$ cat config.mk
export PLATFORM = sky130hd
export DESIGN_NAME = poll_master
export DESIGN_NICKNAME = d
export VERILOG_FILES = /design/src/hdl/poll_master_pkg.sv /design/src/hdl/poll_master.sv /design/src/hdl/tick_divider.sv /design/src/hdl/slot_finder.sv
export SDC_FILE = /design/constraint.sdc
export NUM_CORES = 1
export LEC_CHECK = 0
export ABC_AREA = 0
export BUFFER_PORTS_ARGS = -buffer_cell sky130_fd_sc_hd__buf_4
export CAP_MARGIN = 25
export CORE_MARGIN = 2
export CORE_UTILIZATION = 30
export DETAILED_ROUTE_END_ITERATION = 7
export PLACE_DENSITY = 0.5
export SETUP_SLACK_MARGIN = 0.2
export SLEW_MARGIN = 25
export SYNTH_ARGS = -nofsm -noshare
export SYNTH_HDL_FRONTEND = slang
export SYNTH_SLANG_ARGS = --single-unit
$ cat constraint.sdc
create_clock -name i_ref_clk -period 2.31 [get_ports i_ref_clk]
set_clock_uncertainty 0.2 [all_clocks]
set_input_delay 0 -clock i_ref_clk [delete_from_list [all_inputs] [get_ports i_ref_clk]]
set_output_delay 0 -clock i_ref_clk [all_outputs]
set_load 0.01 [all_outputs]
$ cat src/hdl/poll_master_pkg.sv
package poll_master_pkg;

    // Link geometry.
    localparam int          N_SLAVES    = 15;
    localparam int          MASK_W      = 16;
    localparam int          IDX_W       = 4;
    localparam int          ADDR_W      = 4;
    localparam int          DATA_W      = 16;

    // Register word offsets.
    localparam logic [3:0]  OFS_REG_MASK  = 4'h0;
    localparam logic [3:0]  OFS_ONLINE    = 4'h1;
    localparam logic [3:0]  OFS_ERR_PULSE = 4'h2;
    localparam logic [3:0]  OFS_POLL_INT  = 4'h3;
    localparam logic [3:0]  OFS_IRQ_STAT  = 4'h4;
    localparam logic [3:0]  OFS_IRQ_MASK  = 4'h5;

    // Reset values and the slot 0 clearing mask.
    localparam logic [15:0] REG_MASK_RST  = 16'hfffe;
    localparam logic [15:0] SLOT0_CLEAR   = 16'hfffe;
    localparam logic [2:0]  IRQ_MASK_RST  = 3'h0;

    // Interrupt status bit positions.
    localparam int          IRQ_W         = 3;
    localparam int          IRQ_ONLINE    = 0;
    localparam int          IRQ_OFFLINE   = 1;
    localparam int          IRQ_ERROR     = 2;

    // Timing: times in their own unit, cycle counts derived from the 10 MHz clock.
    localparam int          CLK_HZ        = 10_000_000;
    localparam int          TICK_MS       = 10;
    localparam int          HS_TMO_MS     = 30;
    localparam int          TICK_CYC      = CLK_HZ / 1000 * TICK_MS;
    localparam int          HS_TMO_CYC    = CLK_HZ / 1000 * HS_TMO_MS;
    localparam int          TICK_W        = 17;
    localparam int          TMO_W         = 20;

    // Scan sequencer states, Gray coded in listing order; S_PICK_ON to S_PICK_OFF, S_PICK_OFF to S_END and S_END to S_PICK_ON flip two bits.
    typedef enum logic [2:0] {
        S_IDLE     = 3'b000,
        S_PICK_ON  = 3'b001,
        S_WAIT_ON  = 3'b011,
        S_PICK_OFF = 3'b010,
        S_WAIT_OFF = 3'b110,
        S_END      = 3'b111
    } scan_state_e;

endpackage : poll_master_pkg

$ cat src/hdl/poll_master.sv
// Our own choices: strobed register access and the register addresses.
`timescale 1ns/100ps

// Functional notes
// - Poll interval word counts 10 ms units.
// - Error bit stands one scan; bit 0 zero.
// - No error output; masks differing shows faults.
// - Offline flag while no slave communicates.
// - Offline when absent, online on good exchange.
// - Serve all online, then probe one offline.
// - Handshake reply waited for at most 30 ms.
// - Offline slaves add at most one probe.
// - After reset, probe registered slaves ascending.
// - Missed normal reply: skip to next slave.
// - Retry next scan; second miss goes offline.
// - Registration mask one bit per slave.
// - Online mask one only for online slaves.
module poll_master
    import poll_master_pkg::*;
#(
    parameter int          TICK_CYCLES  = TICK_CYC,
    parameter int          HS_TMO_CYCLES = HS_TMO_CYC,
    parameter int          NRM_TMO_CYCLES = HS_TMO_CYC,
    parameter logic [15:0] REG_MASK_INIT = REG_MASK_RST
) (
    input  wire logic              i_ref_clk,
    input  wire logic              i_rst,
    input  wire logic [ADDR_W-1:0] i_addr,
    input  wire logic [DATA_W-1:0] i_wr_data,
    input  wire logic              i_wr_stb,
    input  wire logic              i_rd_stb,
    output logic      [DATA_W-1:0] o_rd_data,
    output logic                   o_xact_req,
    output logic                   o_xact_hs,
    output logic      [IDX_W-1:0]  o_xact_slave,
    input  wire logic              i_xact_done,
    input  wire logic              i_xact_ok,
    output logic                   o_link_offline,
    output logic                   o_irq
);

    scan_state_e       state_reg;
    logic [MASK_W-1:0] reg_mask_reg;
    logic [MASK_W-1:0] online_reg;
    logic [MASK_W-1:0] fail_reg;
    logic [MASK_W-1:0] err_acc_reg;
    logic [MASK_W-1:0] err_reg;
    logic [15:0]       poll_int_reg;
    logic [15:0]       tick_cnt_reg;
    logic [IDX_W-1:0]  cursor_reg;
    logic [IDX_W-1:0]  rr_reg;
    logic [TMO_W-1:0]  tmo_reg;
    logic [IRQ_W-1:0]  irq_stat_reg;
    logic [IRQ_W-1:0]  irq_mask_reg;
    logic [IRQ_W-1:0]  irq_ev;
    logic              tick;
    logic              on_found;
    logic [IDX_W-1:0]  on_idx;
    logic              off_found;
    logic [IDX_W-1:0]  off_idx;
    logic              tmo_hit;
    logic              reply;
    logic              reply_ok;
    logic              wr_hit_mask;

    tick_divider #(.DIV(TICK_CYCLES), .CNT_W(TICK_W)) u_tick (
        .i_ref_clk (i_ref_clk),
        .i_rst     (i_rst),
        .o_tick    (tick)
    );

    // Next online slave above the cursor, strictly ascending.
    slot_finder #(.W(MASK_W), .IW(IDX_W), .WRAP(1'b0)) u_on_find (
        .i_mask  (online_reg),
        .i_start (cursor_reg),
        .o_found (on_found),
        .o_idx   (on_idx)
    );

    // Next registered but offline slave after the last probed one, wrapping.
    slot_finder #(.W(MASK_W), .IW(IDX_W), .WRAP(1'b1)) u_off_find (
        .i_mask  (reg_mask_reg & ~online_reg),
        .i_start (rr_reg),
        .o_found (off_found),
        .o_idx   (off_idx)
    );

    // A reply or a timeout closes the wait; a late reply after a timeout is not filtered and closes the next open wait.
    assign tmo_hit  = (state_reg == S_WAIT_OFF) ? (tmo_reg == TMO_W'(HS_TMO_CYCLES - 1))
                                               : (tmo_reg == TMO_W'(NRM_TMO_CYCLES - 1));
    assign reply    = i_xact_done | tmo_hit;
    assign reply_ok = i_xact_done & i_xact_ok;
    assign wr_hit_mask = i_wr_stb && (i_addr == OFS_REG_MASK);

    // Scan sequencer: online slaves first, then one probe, then the scan ends.
    always_ff @(posedge i_ref_clk) begin
        if (i_rst) begin
            state_reg  <= S_IDLE;
            cursor_reg <= '0;
            rr_reg     <= '0;
        end else begin
            case (state_reg)
                S_IDLE: begin
                    state_reg  <= S_PICK_ON;
                    cursor_reg <= '0;
                end
                S_PICK_ON: begin
                    if (on_found) begin
                        cursor_reg <= on_idx;
                        state_reg  <= S_WAIT_ON;
                    end else begin
                        state_reg  <= S_PICK_OFF;
                    end
                end
                S_WAIT_ON: begin
                    if (reply) begin
                        state_reg <= S_PICK_ON;
                    end
                end
                S_PICK_OFF: begin
                    if (off_found) begin
                        rr_reg    <= off_idx;
                        state_reg <= S_WAIT_OFF;
                    end else begin
                        state_reg <= S_END;
                    end
                end
                S_WAIT_OFF: begin
                    if (reply) begin
                        state_reg <= S_END;
                    end
                end
                S_END: begin
                    cursor_reg <= '0;
                    state_reg  <= S_PICK_ON;
                end
                default: begin
                    state_reg <= S_IDLE;
                end
            endcase
        end
    end

    // Request strobe towards the line driver, one cycle per transaction.
    always_ff @(posedge i_ref_clk) begin
        if (i_rst) begin
            o_xact_req   <= 1'b0;
            o_xact_hs    <= 1'b0;
            o_xact_slave <= '0;
        end else begin
            o_xact_req <= 1'b0;
            if (state_reg == S_PICK_ON && on_found) begin
                o_xact_req   <= 1'b1;
                o_xact_hs    <= 1'b0;
                o_xact_slave <= on_idx;
            end else if (state_reg == S_PICK_OFF && off_found) begin
                o_xact_req   <= 1'b1;
                o_xact_hs    <= 1'b1;
                o_xact_slave <= off_idx;
            end
        end
    end

    // Reply timer; restarted on every request so each wait gets its full budget.
    always_ff @(posedge i_ref_clk) begin
        if (i_rst || o_xact_req || reply) begin
            tmo_reg <= '0;
        end else if (state_reg == S_WAIT_ON || state_reg == S_WAIT_OFF) begin
            tmo_reg <= tmo_reg + 1'b1;
        end
    end

    // Online and retry bookkeeping. Deregistering a slave drops it at once.
    // The mask write comes first so that a drop or a join in the same cycle is not lost.
    always_ff @(posedge i_ref_clk) begin
        if (i_rst) begin
            online_reg <= '0;
            fail_reg   <= '0;
        end else begin
            if (wr_hit_mask) begin
                online_reg <= online_reg & i_wr_data & SLOT0_CLEAR;
            end
            if (state_reg == S_WAIT_ON && reply) begin
                if (reply_ok) begin
                    fail_reg[cursor_reg] <= 1'b0;
                end else if (fail_reg[cursor_reg]) begin
                    online_reg[cursor_reg] <= 1'b0;
                    fail_reg[cursor_reg]   <= 1'b0;
                end else begin
                    fail_reg[cursor_reg] <= 1'b1;
                end
            end else if (state_reg == S_WAIT_OFF && reply && reply_ok) begin
                online_reg[rr_reg] <= wr_hit_mask ? i_wr_data[rr_reg] : reg_mask_reg[rr_reg];
                fail_reg[rr_reg]   <= 1'b0;
            end
        end
    end

    // Registration mask, written by software; slot 0 never holds a one.
    always_ff @(posedge i_ref_clk) begin
        if (i_rst) begin
            reg_mask_reg <= REG_MASK_INIT & SLOT0_CLEAR;
        end else if (wr_hit_mask) begin
            reg_mask_reg <= i_wr_data & SLOT0_CLEAR;
        end
    end

    // Errors gather during a scan and are shown for exactly the next one.
    always_ff @(posedge i_ref_clk) begin
        if (i_rst) begin
            err_acc_reg <= '0;
            err_reg     <= '0;
        end else if (state_reg == S_END) begin
            err_reg     <= err_acc_reg & SLOT0_CLEAR;
            err_acc_reg <= '0;
        end else if (state_reg == S_WAIT_ON && reply && !reply_ok) begin
            err_acc_reg[cursor_reg] <= 1'b1;
        end
    end

    // Scan period in 10 ms units, saturating, latched at each scan end.
    always_ff @(posedge i_ref_clk) begin
        if (i_rst) begin
            tick_cnt_reg <= '0;
            poll_int_reg <= '0;
        end else if (state_reg == S_END) begin
            poll_int_reg <= tick_cnt_reg;
            tick_cnt_reg <= '0;
        end else if (tick && tick_cnt_reg != 16'hffff) begin
            tick_cnt_reg <= tick_cnt_reg + 1'b1;
        end
    end

    // Offline indication follows the online mask, so it drops on the first good exchange.
    always_ff @(posedge i_ref_clk) begin
        if (i_rst) begin
            o_link_offline <= 1'b1;
        end else begin
            o_link_offline <= (online_reg == '0);
        end
    end

    // Interrupt events; a fault shows only as status, never as a separate error pin.
    assign irq_ev[IRQ_ONLINE]  = (state_reg == S_WAIT_OFF) && reply_ok;
    assign irq_ev[IRQ_OFFLINE] = (state_reg == S_WAIT_ON) && reply && !reply_ok && fail_reg[cursor_reg];
    assign irq_ev[IRQ_ERROR]   = (state_reg == S_WAIT_ON) && reply && !reply_ok;

    // Sticky status; a new event beats a write-one-to-clear in the same cycle.
    always_ff @(posedge i_ref_clk) begin
        if (i_rst) begin
            irq_stat_reg <= '0;
            irq_mask_reg <= IRQ_MASK_RST;
        end else begin
            if (i_wr_stb && i_addr == OFS_IRQ_STAT) begin
                irq_stat_reg <= (irq_stat_reg & ~i_wr_data[IRQ_W-1:0]) | irq_ev;
            end else begin
                irq_stat_reg <= irq_stat_reg | irq_ev;
            end
            if (i_wr_stb && i_addr == OFS_IRQ_MASK) begin
                irq_mask_reg <= i_wr_data[IRQ_W-1:0];
            end
        end
    end

    // Level interrupt, one cycle behind the status it reflects.
    always_ff @(posedge i_ref_clk) begin
        if (i_rst) begin
            o_irq <= 1'b0;
        end else begin
            o_irq <= |(irq_stat_reg & irq_mask_reg);
        end
    end

    // Read data stands in the cycle after the strobe only; unmapped reads return zero.
    always_ff @(posedge i_ref_clk) begin
        if (i_rst || !i_rd_stb) begin
            o_rd_data <= '0;
        end else begin
            case (i_addr)
                OFS_REG_MASK:  o_rd_data <= reg_mask_reg;
                OFS_ONLINE:    o_rd_data <= online_reg;
                OFS_ERR_PULSE: o_rd_data <= err_reg;
                OFS_POLL_INT:  o_rd_data <= poll_int_reg;
                OFS_IRQ_STAT:  o_rd_data <= {{(DATA_W-IRQ_W){1'b0}}, irq_stat_reg};
                OFS_IRQ_MASK:  o_rd_data <= {{(DATA_W-IRQ_W){1'b0}}, irq_mask_reg};
                default:       o_rd_data <= '0;
            endcase
        end
    end

    // Probes issued per scan; only the checks below read it.
    logic [IDX_W-1:0] probe_cnt_reg;
    always_ff @(posedge i_ref_clk) begin
        if (i_rst || state_reg == S_END) begin
            probe_cnt_reg <= '0;
        end else if (o_xact_req && o_xact_hs) begin
            probe_cnt_reg <= probe_cnt_reg + 1'b1;
        end
    end
endmodule : poll_master

$ cat src/hdl/tick_divider.sv
`timescale 1ns/100ps

// Divides the reference clock into a one-cycle enable pulse every DIV cycles.
module tick_divider #(
    parameter int DIV   = 100000,
    parameter int CNT_W = 17
) (
    input  wire logic i_ref_clk,
    input  wire logic i_rst,
    output logic      o_tick
);

    logic [CNT_W-1:0] cnt_reg;

    // Free running count; the pulse marks the wrap.
    always_ff @(posedge i_ref_clk) begin
        if (i_rst) begin
            cnt_reg <= '0;
            o_tick  <= 1'b0;
        end else if (cnt_reg == CNT_W'(DIV - 1)) begin
            cnt_reg <= '0;
            o_tick  <= 1'b1;
        end else begin
            cnt_reg <= cnt_reg + 1'b1;
            o_tick  <= 1'b0;
        end
    end

endmodule : tick_divider

$ cat src/hdl/slot_finder.sv
`timescale 1ns/100ps

// Finds the lowest set bit above a start index, optionally wrapping to bit 1.
module slot_finder #(
    parameter int W    = 16,
    parameter int IW   = 4,
    parameter bit WRAP = 1'b0
) (
    input  wire logic [W-1:0]  i_mask,
    input  wire logic [IW-1:0] i_start,
    output logic               o_found,
    output logic [IW-1:0]      o_idx
);

    // Scanning downward leaves the lowest qualifying index as the winner.
    always_comb begin
        o_found = 1'b0;
        o_idx   = '0;
        if (WRAP) begin
            for (int k = W - 1; k >= 1; k--) begin
                if (i_mask[k]) begin
                    o_found = 1'b1;
                    o_idx   = IW'(k);
                end
            end
        end
        for (int k = W - 1; k >= 1; k--) begin
            if (i_mask[k] && (IW'(k) > i_start)) begin
                o_found = 1'b1;
                o_idx   = IW'(k);
            end
        end
    end

endmodule : slot_finder

======== Yosys cells after proc, flatten, opt, wreduce, memory -nomap -nowiden ========
Index checks and enable logic that the tools add are counted.
word-level totals
  bits in registers ....................... 189
  bits in latches ......................... 0
  memory bits (writable) .................. 0
  ROM bits ................................ 0
  output and inout port bits .............. 24
  word-level logic and storage cells ...... 281
  memories ................................ 0
operators by class
  add/sub/neg operators ................... 3
  multiply operators ...................... 0
  divide/modulo/power cells ............... 0
  magnitude comparators ................... 34
  equal/unequal tests ..................... 16
  shift operators ......................... 0
  muxes and demuxes ....................... 126
  bitwise operators ....................... 17
  reduce and logical (&&, ||, !) cells .... 64
operators with widths
  cell                                                                             count
  4-bit 2-to-1 mux                                                                 48
  16-bit 2-to-1 mux                                                                10
  16-bit one-hot mux with 6 select lines                                           1
  16-bit AND                                                                       5
  4-bit greater-than comparator (first input constant)                             16
  1-bit 2-to-1 mux                                                                 56
  16-bit inverter                                                                  3
  1-bit logical AND                                                                44
  3-bit by 4-bit greater-than comparator with 1-bit output (first input constant)  8
  16-bit bitwise OR                                                                2
  20-bit by 1-bit adder with 20-bit output (second input constant)                 1
  20-bit by 19-bit == test with 1-bit output (second input constant)               1
  17-bit by 1-bit adder with 17-bit output (second input constant)                 1
  17-bit == test (second input constant)                                           1
  16-bit by 1-bit adder with 16-bit output (second input constant)                 1
  16-bit bitwise mux                                                               1
  2-bit by 4-bit greater-than comparator with 1-bit output (first input constant)  4
  16-bit zero test                                                                 1
  16-bit != test (second input constant)                                           1
  3-bit one-hot mux with 5 select lines                                            1
  1-bit binary-select mux with 4-bit select                                        3
  4-bit by 5-bit < comparator with 1-bit output (second input constant)            2
  3-bit 2-to-1 mux                                                                 3
  1-bit demux with 4-bit select                                                    2
  other kinds (23)                                                                 44

======== Logic depth before layout (Yosys ltp) ========
Gate-level depths: netlist (run 1).
  depth in word-level cells ............... 35
  gate-level depth with buffers ........... 10

======== Modules after synthesis ========
From an unflattened synthesis (run 1), not the netlist that was laid out.
unflattened totals
  cell total of the unflattened synthesis .. 1251
  area, all modules ....................... 10057.1 sq um
by module, submodules not included
  module                     instances  cells an instance  area each (sq um)
  poll_master                1          982                8109.0
  tick_divider               1          89                 802.0
  slot_finder at u_off_find  1          102                644.4
  slot_finder at u_on_find   1          78                 501.7

======== Least setup slack after synthesis (run 1) ========
Ideal clock, no wire load.
  path type ............................... flip-flop to flip-flop
  from .................................... register rr_reg[0]
  to ...................................... register online_reg[12]
  data arrival time ....................... 2060 ps
  data required time ...................... 1968 ps
  setup slack ............................. -92 ps
  stages on the path, launching flop included .. 8
  path buffers ............................ 2
  path through ............................ dfxtp_1 > buf_6 > mux4_1 > mux4_2 > mux2i_4 > and2_1 > buf_6 > a31oi_1
between the ends
  word-level cells in the longest chain between the ends .. 7
  elaborated cells on any way between the ends .. 13
  those cells by class .................... order compare: 2; mux: 10; reduce/logical: 1
RTL lines
  item                                                                                                                                          RTL line            RTL
  start, declared                                                                                                                               poll_master.sv:51   logic [IDX_W-1:0] rr_reg;
  start signal, assigned                                                                                                                        poll_master.sv:122  rr_reg <= off_idx;
  4-bit by 5-bit < comparator with 1-bit output (not written as such) / 4-bit by 1-bit >= comparator with 1-bit output (equally long branches)  poll_master.sv:193  online_reg[rr_reg] <= wr_hit_mask ? i_wr_data[rr_reg] : reg_mask_reg[rr_reg];
  1-bit logical AND (not written as such)                                                                                                       poll_master.sv:193
  1-bit 2-to-1 mux                                                                                                                              poll_master.sv:193
  1-bit demux with 4-bit select                                                                                                                 poll_master.sv:193
  16-bit bitwise mux *                                                                                                                          poll_master.sv:193
  16-bit 2-to-1 mux *                                                                                                                           poll_master.sv:192  end else if (state_reg == S_WAIT_OFF && reply && reply_ok) begin
  16-bit 2-to-1 mux *                                                                                                                           poll_master.sv:183  if (state_reg == S_WAIT_ON && reply) begin
  end signal, assigned                                                                                                                          poll_master.sv:181  online_reg <= online_reg & i_wr_data & SLOT0_CLEAR;
  end signal, assigned by index                                                                                                                 poll_master.sv:193
  end, declared                                                                                                                                 poll_master.sv:44   logic [MASK_W-1:0] online_reg;
Every way passes the cells marked *; elsewhere a longest branch is shown, timed or not. The select of a mux whose other input is x is not followed.
A chain may end at the register's enable or synchronous reset.

======== Worst setup path after layout (run 1) ========
  from .................................... register rr_reg[0]
  to ...................................... register online_reg[11]
The elaborated chain is that of the path after synthesis.

==> flow_metrics.tcl, run 1 <==
set metrics [dict create \
    top_layer "met4" \
    ant_nets 0 \
    port_buffers 49 \
    drtPass1Iterations 7 \
    synthArstFlopShare_pct 0 \
    slew_headroom_pct 61.7 \
    instances_no_fill 1825 \
    path_max_fanout 10 \
    synth_cell_type_count 76 \
    wl_met2_mm 16.4 \
    cp_slowest_cell "mux4_2" \
    cts_inserted_buffers 17 \
    finalMaxSlewViolations 0 \
    drive_gt1_share_pct 31.7 \
    place_area_um2 11300 \
    root_buffer "clkbuf_16" \
    finalCriticalPeriod_ns 2.45 \
    numClockSinks 188 \
    synth_area_um2 9480 \
    initial_utilization_pct 30.3 \
    dpl.hpwl_mm 24.7 \
    layout_setup_ws_ns -0.145 \
    layout_commonest_cell "buf_4" \
    grt_max_degree 71 \
    path_buf_inv 1 \
    post-route-util_pct 43.0 \
    grt_remaining_overflow 0 \
    place_ws_ns -0.191 \
    totalWireLength_mm 34.8 \
    max_cap_violations 0 \
    crit_family "multiplexers" \
    cts_tree "done" \
    tns_ns -1.90 \
    finalCritPeriodShare_pct 106 \
    worst_ep_required_time_ns 2.42 \
    clkTransAtPathRegs_ns 0.08 \
    dieWidth_um 182 \
    ys_seq_area_share_pct 39.7 \
    dr_wl_met3_mm 1.81 \
    clock_latency_ns 0.45 \
    clk_path_buf_depth 2 \
    synth_seq_cells 188 \
    synth_ff_type "dfxtp_1" \
    drt-met1-wl_mm 15.5 \
    failed_checks "setup timing" \
    grt.total_usage_pct 20.9 \
    finalSetupViolCount 23 \
    max_freq_mhz 407 \
    synth_fp_nets 1214 \
    slowest_delay_ns 0.49 \
    io_pins 50 \
    grt_pass1_wl_mm 53.7 \
    dieArea_um2 33000 \
    die_h_um 182 \
    syn_avg_cell_area_um2 8.00 \
    drc 0 \
    rows 65 \
    peakVddDrop_mv 0.526 \
    hold_viol 0 \
    cts-htree-levels 4 \
    critical_path.endpoint_type "register" \
    path_cells "buf_6 > mux4_2 > mux4_2 > mux2i_4 > and2_4 > a31oi_1" \
    postSynthCellCount 1185 \
    status "finished, violations left" \
    design_area_um2 13500 \
    crit_type "register to register" \
    core_um2 31300 \
    place_congestion 0.874 \
    num_antenna_cells 0 \
    wl_per_cell_um 19.1 \
    grt_pass1_vias 9504 \
    placedCellCount 1711 \
    hold_class "input pin to register" \
    largest_reg_flops 20 \
    synth-edff-count 0 \
    power_density_nw_per_um2 532 \
    tightest_slew_ns 0.573 \
    vias_per_cell 5.30 \
    syn_to_final_growth_pct 42.0 \
    rsz0062_at_grt "yes" \
    drt_iter0_drc 745 \
    nets 1440 \
    vias 9669 \
    cp.arrival_ns 2.56 \
    final_cell_mix "buf_4, dfxtp_1, nor2_1" \
    p_leak_nw 5.01 \
    cpMostUsedCell "mux4_2" \
    ys_warn_count 0 \
    cp-start-kind "register" \
    antenna_found_initial 0 \
]
## synthesized netlist by cell type (all sizes together) (16+ instances only)
cell / instances / area, um^2
a21oi: 114 / 571
xor2: 31 / 272
nor3: 25 / 130
o21ai: 51 / 263
nand2b: 27 / 169
nand3: 50 / 250
nor2: 168 / 631
nand2: 155 / 582
clkbuf: 58 / 218
o21bai: 16 / 120
dfxtp: 188 / 3760
nor2b: 19 / 119
inv: 18 / 67.6
buf: 23 / 125
## timing repair
item / 4_1_cts / 5_1_grt
pin swaps: 46 / 36
resized for setup: 103 / 110
endpoints found under the setup margin: 69 / 90
buffers inserted: 23 / 17
hold buffers: 37 / 2
hold endpoints to repair: 82 / 15
gates cloned: 1 / 3
## routing by layer
| metal | track usage, % | up-vias |
|---|---|---|
| li1 | - | 4682 |
| met1 | 27.5 | 4600 |
| met2 | 34.6 | 313 |
| met3 | 3.11 | 74 |
| met4 | 7.77 | 0 |
| met5 | 0 | - |
## final timing paths
path	start	to	slack, ns	depth (start not counted)
hold / removal	i_addr[0]	o_rd_data[1]	0.006	5
hold reg to reg	err_acc_reg[1]	err_reg[1]	0.26	2
setup / recovery	rr_reg[0]	online_reg[11]	-0.14	6
setup reg to reg	rr_reg[0]	online_reg[11]	-0.14	6
## cell type report
cell class	instances	area, um^2
Clock buffer	17	425
Clock inverter	14	161
Fill cell	3116	17800
Inverter	18	67.6
Multi-Input combinational cell	898	6020
Sequential cell	188	3800
Tap cell	402	503
Timing Repair Buffer	288	2480
## cells by family after synthesis
kind of cell | count (synthesis) | share of synthesized area [%]
mux | 22 | 4.48
buf+inv | 99 | 4.33
fa+ha+maj | 3 | 0.396
compound gates | 304 | 21.1
xor+xnor | 42 | 3.88
flops | 188 | 39.7
simple gates | 527 | 26.1
## through the flow
step           hold WS [ns]  power [mW]
2_1_floorplan       -0.0822        3.74
3_3_place_gp         0.0569        4.03
3_5_place_dp         0.0542        4.04
4_1_cts             0.00445        7.14
5_1_grt              0.0535        7.41
6_report            0.00574        7.16
## tightest hold or removal path, cell delays in order
cell and delay [ns]:
buf_4 0.13, mux2i_1 0.09, nor2_1 0.10, a221oi_1 0.08, a21oi_1 0.19
## power breakdown
| part | total (mW) | switching, mW | leakage, nW | internal [mW] |
|---|---|---|---|---|
| clock | 2.99 | 1.46 | 0.277 | 1.53 |
| combinational | 0.849 | 0.448 | 3.21 | 0.401 |
| sequential | 3.32 | 0.0465 | 1.52 | 3.27 |
| total | 7.16 | 1.96 | 5.01 | 5.20 |
Note: power is estimated with default switching activity, not from simulation.
==> inputs of run 2 (changes only) <==
--- a/config.mk
+++ b/config.mk
@@ -6,9 +6,8 @@
 export NUM_CORES = 1
 export LEC_CHECK = 0
 export ABC_AREA = 0
-export BUFFER_PORTS_ARGS = -buffer_cell sky130_fd_sc_hd__buf_4
+export BUFFER_PORTS_ARGS = -buffer_cell sky130_fd_sc_hd__buf_2
 export CAP_MARGIN = 25
-export CORE_MARGIN = 2
 export CORE_UTILIZATION = 30
 export DETAILED_ROUTE_END_ITERATION = 7
 export PLACE_DENSITY = 0.5
==> run 2 against run 1 <==
Net effect:
- the flow finishes with violations (DRC, setup timing)
- first-iteration DRC count is 3.8% lower
- count of clock-buffer cells in the layout unchanged
- combinational power grew 0.8%
- utilization increased by 0.84 points
- register-to-register slack improved by 0.06 ns
- non-clock buffer count grew 9
- clock power fell by 1%
- critical path depth did not move
- sequential power about the same
- global-route usage increased by 0.29 points
- routed wire length is 1.1% higher
- maximum frequency increased by 2.3%
==> flow_metrics.tcl, run 2 (synthesis gave the netlist of run 1 again) <==
set metrics [dict create \
    status "finished, violations left" \
    failed_checks "DRC, setup timing" \
    slew_headroom_pct 58.7 \
    drtPass1Iterations 8 \
    nets 1450 \
    r2r-end "online_reg[7]" \
    finalMaxSlewViolations 0 \
    path_cells "buf_6 > mux4_2 > mux4_2 > mux2i_4 > and2_2 > a31oi_1" \
    cp.arrival_ns 2.54 \
    finalCritPeriodShare_pct 104 \
    wl_per_cell_um 19.2 \
    ant_nets 0 \
    worst_ep_required_time_ns 2.45 \
    grt_remaining_overflow 0 \
    drt_iter0_drc 717 \
    worstHoldStart "i_addr[0]" \
    crit_type "register to register" \
    crit_family "multiplexers" \
    hold_end "o_rd_data[2]" \
    p_leak_nw 5.06 \
    rows 64 \
    cp-start-kind "register" \
    path_max_fanout 5 \
    io_pins 50 \
    path_buf_inv 1 \
    r2r_slack_ns -0.09 \
    drive_gt1_share_pct 33.5 \
    clock_latency_ns 0.45 \
    slowest_delay_ns 0.49 \
    power_density_nw_per_um2 526 \
    cts-htree-levels 4 \
    dieWidth_um 180 \
    dpl.hpwl_mm 24.7 \
    antenna_found_initial 0 \
    rsz0062_at_grt "yes" \
    die_h_um 180 \
    cpMostUsedCell "mux4_2" \
    cts_inserted_buffers 17 \
    grt_max_degree 40 \
    max_freq_mhz 417 \
    cts_tree "done" \
    drc 7 \
    clkTransAtPathRegs_ns 0.08 \
    syn_to_final_growth_pct 42.6 \
    finalSetupViolCount 16 \
    clk_path_buf_depth 2 \
    critical_path.endpoint_type "register" \
    reg2reg_from "rr_reg[0]" \
    vias 9826 \
    hold_class "input pin to register" \
    holdPathStages 5 \
    peakVddDrop_mv 0.533 \
    num_antenna_cells 0 \
    instances_no_fill 1830 \
    port_buffers 49 \
    dieArea_um2 32300 \
    reg2reg_depth 6 \
    hold_viol 0 \
    layout_setup_ws_ns -0.0889 \
    totalWireLength_mm 35.1 \
    grt_pass1_vias 9164 \
    grt_pass1_wl_mm 53.3 \
    root_buffer "clkbuf_16" \
    core_um2 30800 \
    largest_reg_flops 20 \
    cp_slowest_cell "mux4_2" \
    layout_commonest_cell "buf_4" \
    post-route-util_pct 43.8 \
    grt.total_usage_pct 21.2 \
    totalPowerFinal_mw 7.11 \
    numClockSinks 188 \
    placedCellCount 1713 \
    place_congestion 0.908 \
    tightest_slew_ns 0.617 \
    finalCriticalPeriod_ns 2.40 \
    vias_per_cell 5.37 \
    final_cell_mix "buf_4, nor2_1, dfxtp_1" \
    max_cap_violations 0 \
    initial_utilization_pct 30.7 \
]
## run 2: changes by cell type in the layout (fill, tap and decap cells not counted), sizes merged, moves of 2 or more
| cell | before | now |
|---|---|---|
| dlygate4sd3 | 39 | 35 |
| buf | 249 | 261 |
| clkinvlp | 3 | 0 |
| clkinv | 5 | 7 |
| inv | 23 | 26 |
## run 2: area by class of cell
class / instances / area, um^2
fill: 3059 / 17300
tap: 396 / 495
sequential: 188 / 3820
inverter: 18 / 67.6
multi-input combinational: 899 / 6080
clock buffer: 17 / 425
timing repair buffer: 297 / 2470
clock inverter: 15 / 148
## run 2: through the flow
stage               worst slack (ns)  setup TNS [ns]  area, um^2  hold slack [ns]
floorplan                    -0.0386          -0.249        9510          -0.0822
global placement              -0.136           -1.69       11200           0.0936
detailed placement            -0.161           -2.44       11200           0.0939
CTS                          -0.0856          -0.952       12600          0.00687
global route                  -0.161           -2.38       13500           0.0546
finish                       -0.0889           -1.15       13500           0.0301
## run 2: power by group
| part | switching, mW | internal (mW) | leakage, nW | total [mW] |
|---|---|---|---|---|
| registers | 0.0392 | 3.27 | 1.53 | 3.31 |
| logic | 0.460 | 0.396 | 3.25 | 0.856 |
| clock network | 1.50 | 1.44 | 0.287 | 2.95 |
| total | 2.00 | 5.11 | 5.06 | 7.11 |
## run 2: worst max path at each step
| stage | start | endpoint | slack (ns) | cells after the start |
|---|---|---|---|---|
| after global routing | rr_reg[0] | online_reg[14] | -0.16 | 8 |
| final | rr_reg[0] | online_reg[7] | -0.09 | 6 |
| after CTS | rr_reg[0] | online_reg[12] | -0.09 | 6 |
| after floorplan | rr_reg[0] | online_reg[12] | -0.04 | 7 |
| after global placement | rr_reg[0] | online_reg[4] | -0.14 | 7 |
| after detailed placement | rr_reg[0] | online_reg[4] | -0.16 | 7 |
## run 2: worst reg2reg max path, cell delays in order, from the launching register on
cell and delay [ns]:
dfxtp_4 0.38, buf_6 0.12, mux4_2 0.49, mux4_2 0.49, mux2i_4 0.25, and2_2 0.26
a31oi_1 0.09
## run 2: what timing repair did
item | CTS | global route
hold buffers | 36 | 0
setup endpoints to repair | 70 | 90
setup buffers | 20 | 26
endpoints found under the hold margin | 63 | 0
cloned | 1 | 2
gates resized for setup | 86 | 157
pin swaps | 16 | 59
## run 2: routing by layer
metal | global-route usage [%] | vias to the layer above | wire [um]
met4 | 8.38 | 0 | 967
met2 | 34.4 | 274 | 16300
li1 | - | 4713 | -
met3 | 2.71 | 65 | 1550
met5 | 0 | - | 0
met1 | 28.4 | 4774 | 16300
==> inputs of run 3 (changes only) <==
--- a/config.mk
+++ b/config.mk
@@ -8,11 +8,13 @@
 export ABC_AREA = 0
 export BUFFER_PORTS_ARGS = -buffer_cell sky130_fd_sc_hd__buf_2
 export CAP_MARGIN = 25
+export CELL_PAD_IN_SITES_DETAIL_PLACEMENT = 1
+export CELL_PAD_IN_SITES_GLOBAL_PLACEMENT = 1
 export CORE_UTILIZATION = 30
 export DETAILED_ROUTE_END_ITERATION = 7
-export PLACE_DENSITY = 0.5
-export SETUP_SLACK_MARGIN = 0.2
+export PLACE_DENSITY = 0.61
 export SLEW_MARGIN = 25
 export SYNTH_ARGS = -nofsm -noshare
 export SYNTH_HDL_FRONTEND = slang
+export SYNTH_HIERARCHICAL = 1
 export SYNTH_SLANG_ARGS = --single-unit
==> run 3 against run 2 <==
Net effect:
- the flow now finishes without violations
- count of clock-buffer cells in the layout unchanged
- first-iteration DRC count up 6.4%
- register-to-register slack better by 0.099 ns
- sequential power about the same
- worst setup slack better by 0.099 ns
- largest cell class unchanged
==> flow_metrics.tcl, run 3 <==
set metrics [dict create \
    status "finished clean" \
    place_ws_ns -0.381 \
    cts_inserted_buffers 17 \
    place_area_um2 11800 \
    syn_to_final_growth_pct 30.4 \
    hold_viol 0 \
    cp-start-kind "register" \
    cts-htree-levels 4 \
    hold_class "input pin to register" \
    top_layer "met4" \
    dieArea_um2 34200 \
    vias 10319 \
    layout_setup_ws_ns 0.00993 \
    wl_met2_mm 17.2 \
    initial_utilization_pct 30.7 \
    syn_avg_cell_area_um2 8.04 \
    ys_warn_count 6 \
    grt_max_degree 32 \
    worst_ep_required_time_ns 2.49 \
    rsz0062_at_grt "yes" \
    root_buffer "clkbuf_16" \
    path_cells "nor2b_4 > buf_6 > nand2b_1 > a221o_1 > a221oi_2 > a2111oi_2 > nor3_2 > nand2_2 > a31oi_1" \
    drt-met1-wl_mm 18.0 \
    clkTransAtPathRegs_ns 0.08 \
    drive_gt1_share_pct 23.9 \
    ant_nets 0 \
    tns_ns 0 \
    largest_reg_flops 20 \
    p_leak_nw 4.68 \
    dpl.hpwl_mm 27.9 \
    grt_remaining_overflow 0 \
    placedCellCount 1832 \
    layout_commonest_cell "dfxtp_1" \
    grt_pass1_vias 10201 \
    dieWidth_um 185 \
    timing.hold.ws_ns 0.0450 \
    totalWireLength_mm 38.2 \
    num_antenna_cells 0 \
    cts_tree "done" \
    dr_wl_met3_mm 1.89 \
    vias_per_cell 5.44 \
    cp.arrival_ns 2.48 \
    finalMaxSlewViolations 0 \
    antenna_found_initial 0 \
    critical_path.endpoint_type "register" \
    num-fill-cells 3904 \
    slew_headroom_pct 52.8 \
    postSynthCellCount 1250 \
    post-route-util_pct 40.0 \
    cp_slowest_cell "dfxtp_4" \
    finalCritPeriodShare_pct 99.6 \
    grt.total_usage_pct 22.5 \
    drt_iter0_drc 763 \
    grt_pass1_wl_mm 58.7 \
    clk_path_buf_depth 2 \
    final_cell_mix "dfxtp_1, nand2_1, buf_4" \
    port_buffers 49 \
    instances_no_fill 1898 \
    peakVddDrop_mv 0.523 \
    nets 1472 \
    drtPass1Iterations 7 \
    synth_area_um2 10100 \
    die_h_um 185 \
    crit_type "register to register" \
    place_congestion 0.900 \
    finalSetupViolCount 0 \
    totalPowerFinal_mw 7.26 \
    core_um2 32800 \
    slowest_delay_ns 0.38 \
    finalCriticalPeriod_ns 2.30 \
    io_pins 50 \
    drc 0 \
    clock_latency_ns 0.46 \
    synth_fp_nets 1279 \
    wl_per_cell_um 20.1 \
    tightest_slew_ns 0.706 \
    max_freq_mhz 435 \
    rows 66 \
    design_area_um2 13100 \
    max_cap_violations 0 \
    power_density_nw_per_um2 553 \
    path_max_fanout 4 \
    numClockSinks 188 \
]
==> run 3: where the power goes <==
group	internal [mW]	leakage [nW]	total (mW)	switching, mW
Combinational	0.284	2.84	0.687	0.403
Sequential	3.26	1.52	3.30	0.0379
Clock	1.62	0.316	3.27	1.65
Total	5.16	4.68	7.26	2.09
==> run 3: final cells by class <==
type	count	area, um^2	area share (%)
multi-input combinational	936	5970	45.6
sequential	188	3800	29.0
timing repair buffer	245	1920	14.6
tap	442	553	4.22
clock buffer	17	425	3.24
clock inverter	15	230	1.76
inverter	55	206	1.57
==> run 3: timing repair <==
item	4_1_cts	5_1_grt
resized for setup	37	39
hold buffers	28	0
gates cloned	0	1
setup endpoints to repair	23	29
hold endpoints to repair	92	0
pin swaps	7	12
buffers inserted	1	5
==> run 3: final timing paths <==
kind	from	end	slack [ns]	cells past startpoint
hold reg to reg	err_acc_reg[7]	err_reg[7]	0.24	2
setup reg to reg	online_reg[15]	o_xact_slave[0]	0.01	9
hold / removal	i_addr[1]	o_rd_data[13]	0.05	5
setup / recovery	online_reg[15]	o_xact_slave[0]	0.01	9
==> run 3: per-layer routing <==
layer  GRT usage, %  vias up
met5              0        -
met4           8.96        0
met3           3.93       52
met2           35.1      260
met1           30.6     5092
li1               -     4915
==> run 3: worst max-delay path, delay by kind of cell, from the launching register on <==
kind | cells | cell delay [ns]
AOI/OAI and AO/OA | 4 | 0.95
buffers and inverters | 1 | 0.11
DFF | 1 | 0.38
and+or+nand+nor | 4 | 0.59
